**config.mk**
```make
export PLATFORM = sky130hd
export DESIGN_NAME = fpc_device_flat
export DESIGN_NICKNAME = d
export VERILOG_FILES = /design/src/rtl/fpc_pkg.sv /design/src/rtl/fpc_bus_if.sv /design/src/rtl/fpc_device.sv /design/src/flat_wrapper.sv
export SDC_FILE = /design/constraint.sdc
export NUM_CORES = 1
export LEC_CHECK = 0
export BUFFER_PORTS_ARGS = -buffer_cell sky130_fd_sc_hd__buf_2
export CELL_PAD_IN_SITES_DETAIL_PLACEMENT = 0
export CELL_PAD_IN_SITES_GLOBAL_PLACEMENT = 2
export CORE_MARGIN = 2
export CORE_UTILIZATION = 36
export DETAILED_ROUTE_END_ITERATION = 7
export PLACE_DENSITY_LB_ADDON = 0.1
export SYNTH_ARGS = -nofsm -noshare
export SYNTH_HDL_FRONTEND = slang
export SYNTH_SLANG_ARGS = --single-unit
```
**constraint.sdc**
```tcl
create_clock -name clk -period 5.7 [get_ports clk]
set_clock_uncertainty 0.15 [all_clocks]
set_input_delay 1.14 -clock clk [delete_from_list [all_inputs] [get_ports clk]]
set_output_delay 1.14 -clock clk [all_outputs]
set_load 0.02 [all_outputs]
```
**src/rtl/fpc_pkg.sv**
```systemverilog
`default_nettype none
package fpc_pkg;
    // Bus shape
    localparam int ADDR_W = 12;
    localparam int DATA_W = 8;

    // Command addresses
    localparam logic [ADDR_W-1:0] ADDR_CMD1 = 12'h0555;
    localparam logic [ADDR_W-1:0] ADDR_CMD2 = 12'h02AA;

    // Command codes
    localparam logic [DATA_W-1:0] CMD_RESET = 8'hF0;
    localparam logic [DATA_W-1:0] CMD_SR_READ = 8'h70;
    localparam logic [DATA_W-1:0] CMD_SR_CLEAR = 8'h71;
    localparam logic [DATA_W-1:0] CMD_UNLOCK1 = 8'hAA;
    localparam logic [DATA_W-1:0] CMD_UNLOCK2 = 8'h55;
    localparam logic [DATA_W-1:0] CMD_SUSP_ENH = 8'h51;
    localparam logic [DATA_W-1:0] CMD_SUSP_LEGACY = 8'hB0;
    localparam logic [DATA_W-1:0] CMD_RESUME_ENH = 8'h50;
    localparam logic [DATA_W-1:0] CMD_RESUME_LEGACY = 8'h30;
    localparam logic [DATA_W-1:0] CMD_LOCK_ENTER = 8'h40;
    localparam logic [DATA_W-1:0] CMD_EXIT_ENTRY = 8'h90;
    localparam logic [DATA_W-1:0] CMD_EXIT = 8'h00;
    localparam logic [DATA_W-1:0] CMD_LOCK_PGM = 8'hA0;

    // Status word bit positions
    localparam int SR_READY_BIT = 7;
    localparam int SR_ABORT_BIT = 3;
    localparam int SR_SUSP_BIT = 2;

    // Suspend latency
    localparam int CLK_PERIOD_PS = 25000;
    localparam int SUSP_LATENCY_NS = 20000;
    localparam int SUSP_LAT_CYCLES = (SUSP_LATENCY_NS * 1000) / CLK_PERIOD_PS;

    // Reset values
    localparam logic [DATA_W-1:0] RDATA_RST = 8'h00;
    localparam logic [ADDR_W-1:0] ADDR_RST = 12'h0000;

    typedef enum logic [12:0] {
        FPC_READ = 13'h0001,
        FPC_PROGRAMMING = 13'h0002,
        FPC_ABORT_PENDING = 13'h0004,
        FPC_ABORT_UNLOCK_FIRST = 13'h0008,
        FPC_ABORT_UNLOCK_SECOND = 13'h0010,
        FPC_PROGRAM_STATUS_READ = 13'h0020,
        FPC_SUSPEND_PENDING = 13'h0040,
        FPC_PROGRAM_SUSPENDED = 13'h0080,
        FPC_SUSPENDED_STATUS_READ = 13'h0100,
        FPC_LOCK_CMD_SET = 13'h0200,
        FPC_LOCK_CMD_SET_EXIT = 13'h0400,
        FPC_LOCK_BIT_PROGRAM_ENTRY = 13'h0800,
        FPC_LOCK_STATUS_READ = 13'h1000
    } fpc_state_e;

    typedef enum logic [1:0] {
        FPC_H_IDLE = 2'h1,
        FPC_H_WAIT = 2'h2
    } fpc_host_state_e;
endpackage
`default_nettype wire

```
**src/rtl/fpc_bus_if.sv**
```systemverilog
`timescale 1ns/1ps
`default_nettype none
interface fpc_bus_if;
    import fpc_pkg::*;
    logic wr_en;
    logic rd_en;
    logic [ADDR_W-1:0] addr;
    logic [DATA_W-1:0] wdata;
    logic [DATA_W-1:0] rdata;
    logic rvalid;

    modport dev(input wr_en, input rd_en, input addr, input wdata, output rdata, output rvalid);
    modport host(output wr_en, output rd_en, output addr, output wdata, input rdata, input rvalid);
endinterface
`default_nettype wire

```
**src/rtl/fpc_device.sv**
```systemverilog
`timescale 1ns/1ps
`default_nettype none
module fpc_device
    import fpc_pkg::*;
#(
    parameter int SUSP_LAT_CYC = SUSP_LAT_CYCLES
) (
    input wire logic clk,
    input wire logic nrst,
    fpc_bus_if.dev bus,
    input wire logic prog_start,
    input wire logic prog_done,
    input wire logic abort_event,
    input wire logic [DATA_W-1:0] array_data,
    output logic busy,
    output logic suspended,
    output logic lock_prog,
    output logic [DATA_W-1:0] lock_data,
    output logic [DATA_W-1:0] status_word
);
    localparam int LAT_W = $clog2(SUSP_LAT_CYC + 1);
    localparam logic [LAT_W-1:0] LAT_LAST = LAT_W'(SUSP_LAT_CYC - 1);

    if (SUSP_LAT_CYC < 1) begin : g_lat_chk
        $error("SUSP_LAT_CYC must be at least one");
    end

    fpc_state_e state;
    fpc_state_e next_state;
    fpc_state_e ret_state;
    fpc_state_e next_ret_state;
    logic [LAT_W-1:0] lat_cnt;
    logic [LAT_W-1:0] next_lat_cnt;
    logic abort_flag;
    logic next_abort_flag;
    logic sr_clear;
    logic [DATA_W-1:0] next_rdata;
    logic next_rvalid;
    logic [DATA_W-1:0] rdata;
    logic rvalid;
    logic next_lock_prog;
    logic [DATA_W-1:0] next_lock_data;
    logic wr;
    logic at_cmd1;
    logic at_cmd2;
    logic [DATA_W-1:0] d;
    logic in_sr_read;

    assign wr = bus.wr_en;
    assign d = bus.wdata;
    assign at_cmd1 = (bus.addr == ADDR_CMD1);
    assign at_cmd2 = (bus.addr == ADDR_CMD2);
    assign bus.rdata = rdata;
    assign bus.rvalid = rvalid;
    assign in_sr_read = (state == FPC_PROGRAM_STATUS_READ)
        || (state == FPC_SUSPENDED_STATUS_READ)
        || (state == FPC_LOCK_STATUS_READ);

    // Status word
    always_comb begin
        status_word = '0;
        status_word[SR_READY_BIT] = !((state == FPC_PROGRAMMING)
            || (state == FPC_SUSPEND_PENDING)
            || ((state == FPC_PROGRAM_STATUS_READ)
                && ((ret_state == FPC_PROGRAMMING) || (ret_state == FPC_SUSPEND_PENDING))));
        status_word[SR_ABORT_BIT] = abort_flag;
        status_word[SR_SUSP_BIT] = (state == FPC_PROGRAM_SUSPENDED)
            || (state == FPC_SUSPENDED_STATUS_READ);
    end

    assign busy = (state == FPC_PROGRAMMING) || (state == FPC_SUSPEND_PENDING);
    assign suspended = (state == FPC_PROGRAM_SUSPENDED)
        || (state == FPC_SUSPENDED_STATUS_READ);

    // Command state machine
    always_comb begin
        next_state = state;
        next_ret_state = ret_state;
        next_lat_cnt = '0;
        sr_clear = 1'b0;
        next_lock_prog = 1'b0;
        next_lock_data = lock_data;
        case (state)
            FPC_READ: begin
                if (prog_start) begin
                    next_state = FPC_PROGRAMMING;
                end else if (wr && at_cmd1 && (d == CMD_LOCK_ENTER)) begin
                    next_state = FPC_LOCK_CMD_SET;
                end else if (wr && at_cmd1 && (d == CMD_SR_CLEAR)) begin
                    sr_clear = 1'b1;
                end
            end
            FPC_PROGRAMMING: begin
                if (prog_done) begin
                    next_state = FPC_READ;
                end else if (abort_event) begin
                    next_state = FPC_ABORT_PENDING;
                end else if (wr && ((d == CMD_SUSP_ENH) || (d == CMD_SUSP_LEGACY))) begin
                    next_state = FPC_SUSPEND_PENDING;
                end else if (wr && at_cmd1 && (d == CMD_SR_READ)) begin
                    next_state = FPC_PROGRAM_STATUS_READ;
                    next_ret_state = FPC_PROGRAMMING;
                end
            end
            FPC_ABORT_PENDING: begin
                if (wr && (d == CMD_RESET)) begin
                    next_state = FPC_READ;
                    sr_clear = 1'b1;
                end else if (wr && at_cmd1 && (d == CMD_UNLOCK1)) begin
                    next_state = FPC_ABORT_UNLOCK_FIRST;
                end else if (wr && at_cmd1 && (d == CMD_SR_READ)) begin
                    next_state = FPC_PROGRAM_STATUS_READ;
                    next_ret_state = FPC_ABORT_PENDING;
                end
            end
            FPC_ABORT_UNLOCK_FIRST: begin
                if (wr && at_cmd2 && (d == CMD_UNLOCK2)) begin
                    next_state = FPC_ABORT_UNLOCK_SECOND;
                end else if (wr) begin
                    next_state = abort_flag ? FPC_ABORT_PENDING : FPC_PROGRAMMING;
                end
            end
            FPC_ABORT_UNLOCK_SECOND: begin
                if (wr && (d == CMD_RESET)) begin
                    next_state = FPC_READ;
                    sr_clear = 1'b1;
                end else if (wr) begin
                    next_state = FPC_PROGRAMMING;
                end
            end
            FPC_PROGRAM_STATUS_READ: begin
                if (prog_done && (ret_state == FPC_PROGRAMMING)) begin
                    next_ret_state = FPC_READ;
                end
                if (ret_state == FPC_SUSPEND_PENDING) begin
                    next_lat_cnt = (lat_cnt == LAT_LAST) ? lat_cnt : LAT_W'(lat_cnt + 1'b1);
                    if (lat_cnt == LAT_LAST) begin
                        next_ret_state = FPC_PROGRAM_SUSPENDED;
                    end
                end
                if (bus.rd_en) begin
                    next_state = next_ret_state;
                end
            end
            FPC_SUSPEND_PENDING: begin
                next_lat_cnt = LAT_W'(lat_cnt + 1'b1);
                if (lat_cnt == LAT_LAST) begin
                    next_state = FPC_PROGRAM_SUSPENDED;
                    next_lat_cnt = '0;
                end else if (wr && at_cmd1 && (d == CMD_SR_READ)) begin
                    next_state = FPC_PROGRAM_STATUS_READ;
                    next_ret_state = FPC_SUSPEND_PENDING;
                end
            end
            FPC_PROGRAM_SUSPENDED: begin
                if (wr && at_cmd1 && (d == CMD_SR_READ)) begin
                    next_state = FPC_SUSPENDED_STATUS_READ;
                    next_ret_state = FPC_PROGRAM_SUSPENDED;
                end else if (wr && at_cmd1 && (d == CMD_SR_CLEAR)) begin
                    sr_clear = 1'b1;
                end else if (wr && ((d == CMD_RESUME_ENH) || (d == CMD_RESUME_LEGACY))) begin
                    next_state = FPC_PROGRAMMING;
                end
            end
            FPC_SUSPENDED_STATUS_READ: begin
                if (bus.rd_en) begin
                    next_state = ret_state;
                end
            end
            FPC_LOCK_CMD_SET: begin
                if (wr && (d == CMD_RESET)) begin
                    next_state = FPC_READ;
                end else if (wr && at_cmd1 && (d == CMD_SR_READ)) begin
                    next_state = FPC_LOCK_STATUS_READ;
                    next_ret_state = FPC_LOCK_CMD_SET;
                end else if (wr && at_cmd1 && (d == CMD_SR_CLEAR)) begin
                    sr_clear = 1'b1;
                end else if (wr && (d == CMD_EXIT_ENTRY)) begin
                    next_state = FPC_LOCK_CMD_SET_EXIT;
                end else if (wr && (d == CMD_LOCK_PGM)) begin
                    next_state = FPC_LOCK_BIT_PROGRAM_ENTRY;
                end
            end
            FPC_LOCK_BIT_PROGRAM_ENTRY: begin
                if (wr) begin
                    next_lock_prog = 1'b1;
                    next_lock_data = d;
                    next_state = FPC_LOCK_CMD_SET;
                end
            end
            FPC_LOCK_STATUS_READ: begin
                if (bus.rd_en) begin
                    next_state = ret_state;
                end
            end
            FPC_LOCK_CMD_SET_EXIT: begin
                if (wr && (d == CMD_EXIT)) begin
                    next_state = FPC_READ;
                end
            end
            default: begin
                next_state = FPC_READ;
            end
        endcase
    end

    // Abort flag, set wins over clear
    always_comb begin
        next_abort_flag = abort_flag;
        if (sr_clear) begin
            next_abort_flag = 1'b0;
        end
        if (abort_event && (state == FPC_PROGRAMMING)) begin
            next_abort_flag = 1'b1;
        end
    end

    // Read answer
    always_comb begin
        next_rvalid = bus.rd_en;
        next_rdata = rdata;
        if (bus.rd_en) begin
            next_rdata = in_sr_read ? status_word : array_data;
        end
    end

    always_ff @(posedge clk or negedge nrst) begin
        if (!nrst) begin
            state <= FPC_READ;
            ret_state <= FPC_READ;
            lat_cnt <= '0;
            abort_flag <= 1'b0;
            rdata <= RDATA_RST;
            rvalid <= 1'b0;
            lock_prog <= 1'b0;
            lock_data <= RDATA_RST;
        end else begin
            state <= next_state;
            ret_state <= next_ret_state;
            lat_cnt <= next_lat_cnt;
            abort_flag <= next_abort_flag;
            rdata <= next_rdata;
            rvalid <= next_rvalid;
            lock_prog <= next_lock_prog;
            lock_data <= next_lock_data;
        end
    end
endmodule
`default_nettype wire

```
**src/flat_wrapper.sv**
```systemverilog
// flat-port wrapper written by rule: the top's interface ports become plain ports
module fpc_device_flat import fpc_pkg::*;
#(
    parameter int SUSP_LAT_CYC = SUSP_LAT_CYCLES
)
  (clk, nrst, prog_start, prog_done, abort_event, array_data, busy, suspended, lock_prog, lock_data, status_word, bus_wr_en, bus_rd_en, bus_addr, bus_wdata, bus_rdata, bus_rvalid);
  fpc_bus_if bus_i ();
  input wire logic clk;
  input wire logic nrst;
  input wire logic prog_start;
  input wire logic prog_done;
  input wire logic abort_event;
  input wire logic [DATA_W-1:0] array_data;
  output logic busy;
  output logic suspended;
  output logic lock_prog;
  output logic [DATA_W-1:0] lock_data;
  output logic [DATA_W-1:0] status_word;
  input wire logic [$bits(bus_i.wr_en)-1:0] bus_wr_en;
  input wire logic [$bits(bus_i.rd_en)-1:0] bus_rd_en;
  input wire logic [$bits(bus_i.addr)-1:0] bus_addr;
  input wire logic [$bits(bus_i.wdata)-1:0] bus_wdata;
  output wire logic [$bits(bus_i.rdata)-1:0] bus_rdata;
  output wire logic [$bits(bus_i.rvalid)-1:0] bus_rvalid;
  assign bus_i.wr_en = bus_wr_en;
  assign bus_i.rd_en = bus_rd_en;
  assign bus_i.addr = bus_addr;
  assign bus_i.wdata = bus_wdata;
  assign bus_rdata = bus_i.rdata;
  assign bus_rvalid = bus_i.rvalid;
  fpc_device #(.SUSP_LAT_CYC(SUSP_LAT_CYC)) u_core (.clk(clk), .nrst(nrst), .bus(bus_i), .prog_start(prog_start), .prog_done(prog_done), .abort_event(abort_event), .array_data(array_data), .busy(busy), .suspended(suspended), .lock_prog(lock_prog), .lock_data(lock_data), .status_word(status_word));
endmodule
```
==> flow_metrics.tcl, run 1 <==
set metrics [dict create \
    status "complete, no violations" \
    drc 0 \
    cts_resized 0 \
    num_vias 3031 \
    crit_slowest_cell "or4b_2" \
    critPathMaxStageDelay_ns 0.68 \
    switching_share_pct 41.2 \
    finalSetupViolCount 0 \
    max_slew.worst_pin.slew_ns 0.909 \
    cts_tree "yes" \
    timing.fmax_mhz 252 \
    cts_hold_buf 0 \
    clock_path_buffers 2 \
    postCtsSetupRepairBufs 0 \
    rrSetupSlack_ns 2.38 \
    cts_root_buffer "clkbuf_8" \
    arrival_ns 2.68 \
    drt-pass1-iter-count 4 \
    synth_edf_count 0 \
    path_max_fanout 15 \
    clkTransAtPathRegs_ns 0.11 \
    rsz0062_at_grt "no" \
    nets 457 \
    layout_setup_ws_ns 1.73 \
    start_util_pct 36.9 \
    hold_viol 0 \
    syn_to_final_growth_pct 12.2 \
    vias_per_cell 5.69 \
    syn-cell-area_sq_um 3400 \
    final_core_util_pct 41.4 \
    die_height_um 101 \
    synth_cell_types 74 \
    combPwrFrac_pct 38.7 \
    mostFrequentLayoutCells "57 x buf_2, 53 x dfrtp_1, 37 x nor2_1" \
    place_hpwl_mm 7.60 \
    startpoint "u_core.state[1]" \
    place_ws_ns 1.89 \
    io-pin-count 63 \
    drive_gt1_share_pct 22.7 \
    cp-end-kind "primary output" \
    dp_cells 525 \
    yosysSeqAreaShare_pct 40.6 \
    hold_depth 2 \
    grt_max_degree 56 \
    die_area_sq_um 10200 \
    regToRegEndpoint "u_core.state[9]" \
    slew_violations 0 \
    cts_made_buffers 5 \
    place.gp.congestion 0.915 \
    grt.total_usage_pct 20.5 \
    setup_tns_ns 0 \
    cp_cell_sequence "or4b_2 -> or4_1 -> nor3_1 -> nor2_1 -> buf_2" \
    max_cap_viol_count 0 \
    fin_cells 533 \
    p_int_mw 0.720 \
    vdd_drop_max_v 0.000136 \
    cp.required_ns 4.41 \
    synthTopCellsByArea "dfrtp_1 39%, nor2_1 4.1%, nand2_1 3.6%" \
    portBuffers 57 \
    antenna_found_initial 0 \
    power_frac_seq_pct 42.0 \
    yosys_warnings 0 \
    min_period_over_period_pct 69.7 \
    grt_pass1_wl_mm 16.2 \
    first_iter_violations 186 \
    diodes 0 \
    die_w_um 101 \
    grt_pass1_vias 2919 \
    reg2reg_from "u_core.state[1]" \
    ant_nets 0 \
    worstHoldEndpoint "u_core.lock_data[7]" \
    avgSynthCellArea_sq_um 9.06 \
    finalWorstPathRequiredPeriod_ns 3.97 \
    row_count 35 \
    clock_power_share_pct 19.3 \
    hp-start "u_core.lock_data[7]" \
    worstSkewPairLatency_ns 0.32 \
    layout_commonest_cell "buf_2" \
    clock_sinks 55 \
    cp-start-kind "flip-flop" \
    synth-async-reset-ratio_pct 100 \
    power_density_nw_per_um2 322 \
    max-slew-margin-rel_pct 38.9 \
    syn-instance-count 375 \
    grt-ovfl-total 0 \
    p_leak_nw 1.67 \
    min_path_type "flip-flop to flip-flop" \
    routed_wl_mm 10.0 \
    r2r_cells 7 \
    wire_per_inst_um 18.8 \
    switching_power_mw 0.506 \
    htree_levels 2 \
    synth_top_area_cell "dfrtp_1" \
    ys_seq_elements 55 \
    yosys.area.top_type_share_pct 39.1 \
    coreArea_sq_um 9200 \
    synth_ff_type "dfrtp_1" \
    path_class "flip-flop to primary output" \
]
[Yosys cell counts, types with 6 or more instances]
library cell and instances:
dfrtp_1 53, nor2_1 37, nand2_1 33, nor3_1 17, a21oi_1 14, o21ai_0 13
nand3_1 12, inv_1 11, nand4_1 11, nor4_1 9, o22ai_1 9, and2_1 8
nor2b_1 8, buf_4 7, clkbuf_1 7, mux2_2 7, buf_2 6, xnor2_1 6
xor2_1 6
[layer usage]
metal / vias to the layer above / track usage, % / part of all wire, %
li1: 1472 / - / -
met1: 1466 / 29.7 / 49
met2: 81 / 33.0 / 45
met3: 12 / 2.43 / 4.3
met4: 0 / 4.37 / 1.4
met5: - / 0 / 0
[area by class of cell]
cell class,instances,area [sq um]
clock inverter,3,27.5
tap,111,139
inverter,11,41.3
sequential,55,1380
clock buffer,5,68.8
timing repair buffer,58,293
fill,963,5390
multi-input combinational,290,1860
[critical path: cells and delay by family (launching register included)]
kind | cells | cell delay [ns]
buffers and inverters | 1 | 0.20
AND/OR/NAND/NOR | 4 | 1.58
flip-flops | 1 | 0.59
[worst max path at each step]
stage	endpoint	slack (ns)	cells past startpoint
CTS	status_word[7]	1.74	5
finish	status_word[7]	1.73	5
floorplan	u_core.state[0]	2.26	7
detailed placement	u_core.state[0]	1.89	8
global placement	u_core.state[0]	1.89	8
global route	status_word[7]	1.63	5
[stage by stage]
| stage | hold slack (ns) | power (mW) | cell area [sq um] |
|---|---|---|---|
| final | 0.345 | 1.23 | 3810 |
| after global routing | 0.384 | 1.31 | 3810 |
| after CTS | 0.355 | 1.23 | 3810 |
| after detailed placement | 0.327 | 0.991 | 3710 |
| after global placement | 0.309 | 0.997 | 3710 |
| after floorplan | 0.327 | 0.866 | 3410 |
[logic make-up after synthesis]
family	count (synthesis)	synth area share (%)
muxes	10	3.21
xor gates and xnor gates	12	3.10
AOI/OAI and AO/OA	79	16.6
adders and majority gates	1	0.368
DFF	55	40.6
buffers and inverters	34	5.01
and+or+nand+nor	183	31.0
other	1	0.110
[registers in the layout, summed over array words and instances (netlist names)]
register,flops
u_core.bus.rvalid,1
u_core.bus.rdata,8
u_core.ret_state,13
u_core.lock_data,8
u_core.lock_prog,1
u_core.state,13
u_core.lat_cnt,10
u_core.abort_flag,1
[power by group through the flow]
stage	combinational [mW]	sequential (mW)	clock [mW]
2_1_floorplan	0.333	0.533	0
3_5_place_dp	0.471	0.520	0
5_1_grt	0.522	0.525	0.261
3_3_place_gp	0.475	0.522	0
4_1_cts	0.472	0.514	0.244
6_report	0.475	0.515	0.236
Power figures use the tool's default switching activity.
==> inputs of run 2 (changes only) <==
Settings changed: CORE_UTILIZATION 36 to 34.
Clock period 5.7 ns to 4 ns, I/O delays scaled along.
==> run 2 against run 1 <==
Compared with the run above: first-iteration DRC count grew 2.2%; largest cell class unchanged; die area rose by 5.6%; largest power group is now combinational logic; highest routed layer unchanged; critical endpoint unchanged; core utilization decreased by 1.6 points; global-route usage fell by 1.7 points.
==> flow_metrics.tcl, run 2 (synthesis results as in run 1) <==
set metrics [dict create \
    status "complete, no violations" \
    grt_max_degree 42 \
    first_iter_violations 190 \
    drt-pass1-iter-count 5 \
    cp-end-kind "primary output" \
    die_height_um 104 \
    cts_hold_buf 0 \
    max_cap_viol_count 0 \
    grt_pass1_wl_mm 15.8 \
    layout_commonest_cell "buf_2" \
    clock_sinks 55 \
    routed_wl_mm 10.0 \
    htree_levels 2 \
    cts_made_buffers 5 \
    min_period_over_period_pct 88.5 \
    top_regs "u_core.ret_state x13, u_core.state x13, u_core.lat_cnt x10" \
    setup_tns_ns 0 \
    grt-ovfl-total 0 \
    die_w_um 104 \
    rsz0062_at_grt "no" \
    place.gp.congestion 0.866 \
    cp-start-kind "flip-flop" \
    critPathMaxStageDelay_ns 0.66 \
    max_slew.worst_pin.slew_ns 0.915 \
    num_vias 3145 \
    syn_to_final_growth_pct 14.0 \
    timing.fmax_mhz 282 \
    multiInputGateArea_sq_um 1860 \
    coreArea_sq_um 9730 \
    start_util_pct 34.9 \
    fin_hold_ws_ns 0.351 \
    vdd_drop_max_v 0.000229 \
    diodes 0 \
    grt_pass1_vias 2928 \
    io-pin-count 63 \
    cts_root_buffer "clkbuf_8" \
    power_density_nw_per_um2 451 \
    worstSkewPairLatency_ns 0.32 \
    cts_tree "yes" \
    finalWorstPathRequiredPeriod_ns 3.54 \
    drc 0 \
    worst-path-buf-inv 1 \
    crit_slowest_cell "or4b_2" \
    clkTransAtPathRegs_ns 0.10 \
    place_hpwl_mm 7.89 \
    crit_family "simple AND/OR/NAND/NOR gates" \
    postCtsSetupRepairBufs 0 \
    mostFrequentLayoutCells "57 x buf_2, 53 x dfrtp_1, 37 x nor2_1" \
    fill_cells 1042 \
    p_leak_nw 1.70 \
    slew_violations 0 \
    antenna_found_initial 0 \
    finalSetupViolCount 0 \
    wire_per_inst_um 17.8 \
    arrival_ns 2.59 \
    row_count 36 \
    path_max_fanout 10 \
    drive_gt1_share_pct 23.4 \
    vias_per_cell 5.61 \
    clock_path_buffers 2 \
    die_area_sq_um 10800 \
    hold_viol 0 \
    cp_cell_sequence "or4b_2 -> or4_1 -> nor3_1 -> nor2_1 -> buf_2" \
    ant_nets 0 \
    cp.required_ns 3.05 \
    max-slew-margin-rel_pct 39.0 \
    nets 463 \
    cts_resized 0 \
    grt.total_usage_pct 18.8 \
    path_class "flip-flop to primary output" \
    seq_area_sq_um 1380 \
    portBuffers 57 \
    min_path_type "flip-flop to flip-flop" \
]
==> run 2: cell types whose count changed in the layout (fill, tap and decap cells not counted), sizes merged <==
cell      previous run  this run
clkinvlp             1         0
clkinv               1         0
buf                 58        64
clkbuf               5         7
==> run 2: cell type report <==
cell class | count | share of cell area, %
repair buffers | 64 | 8.73
flip-flops and latches | 55 | 35.6
clock inverters | 1 | 0.226
well taps | 133 | 4.30
multi-input cells | 290 | 48.1
clock buffers | 7 | 1.97
inverters | 11 | 1.07
==> run 2: stage by stage <==
stage / util, % / std cells / setup slack, ns / power [mW] / cell area, sq um
2_1_floorplan: - / 379 / 0.902 / 1.23 / 3410
3_3_place_gp: 38.9 / 553 / 0.566 / 1.44 / 3790
3_5_place_dp: 38.9 / 553 / 0.592 / 1.44 / 3790
4_1_cts: 39.8 / 561 / 0.440 / 1.75 / 3870
5_1_grt: 39.8 / 561 / 0.298 / 1.86 / 3870
6_report: 39.8 / 561 / 0.459 / 1.74 / 3870
==> run 2: worst paths after layout <==
kind	startpoint	cells past startpoint	to	slack, ns
max	u_core.state[7]	5	status_word[7]	0.46
min	u_core.lock_data[7]	2	u_core.lock_data[7]	0.35
max reg2reg	u_core.state[4]	7	u_core.state[12]	0.81
min reg2reg	u_core.lock_data[7]	2	u_core.lock_data[7]	0.35
max in group asynchronous	nrst	2	u_core.state[0]	2.40
min in group asynchronous	nrst	1	u_core.lat_cnt[2]	0.45
==> run 2: worst min-delay path, cell delays in order, from the launching register on <==
cell and delay, ns:
dfrtp_1 0.36, nand2_1 0.05, o21ai_0 0.07
==> run 2: metal layers <==
metal  vias to the layer above  global-route usage, %  part of all wire (%)
li1                       1490                      -                     -
met1                      1509                   25.2                    45
met2                       123                   30.1                    46
met3                        23                   3.63                   6.3
met4                         0                   6.95                   2.8
met5                         -                      0                     0
==> run 2: power by group <==
part           total (mW)  switching (mW)  internal, mW
logic               0.717           0.449         0.268
clock network       0.314           0.187         0.127
registers           0.713          0.0701         0.643
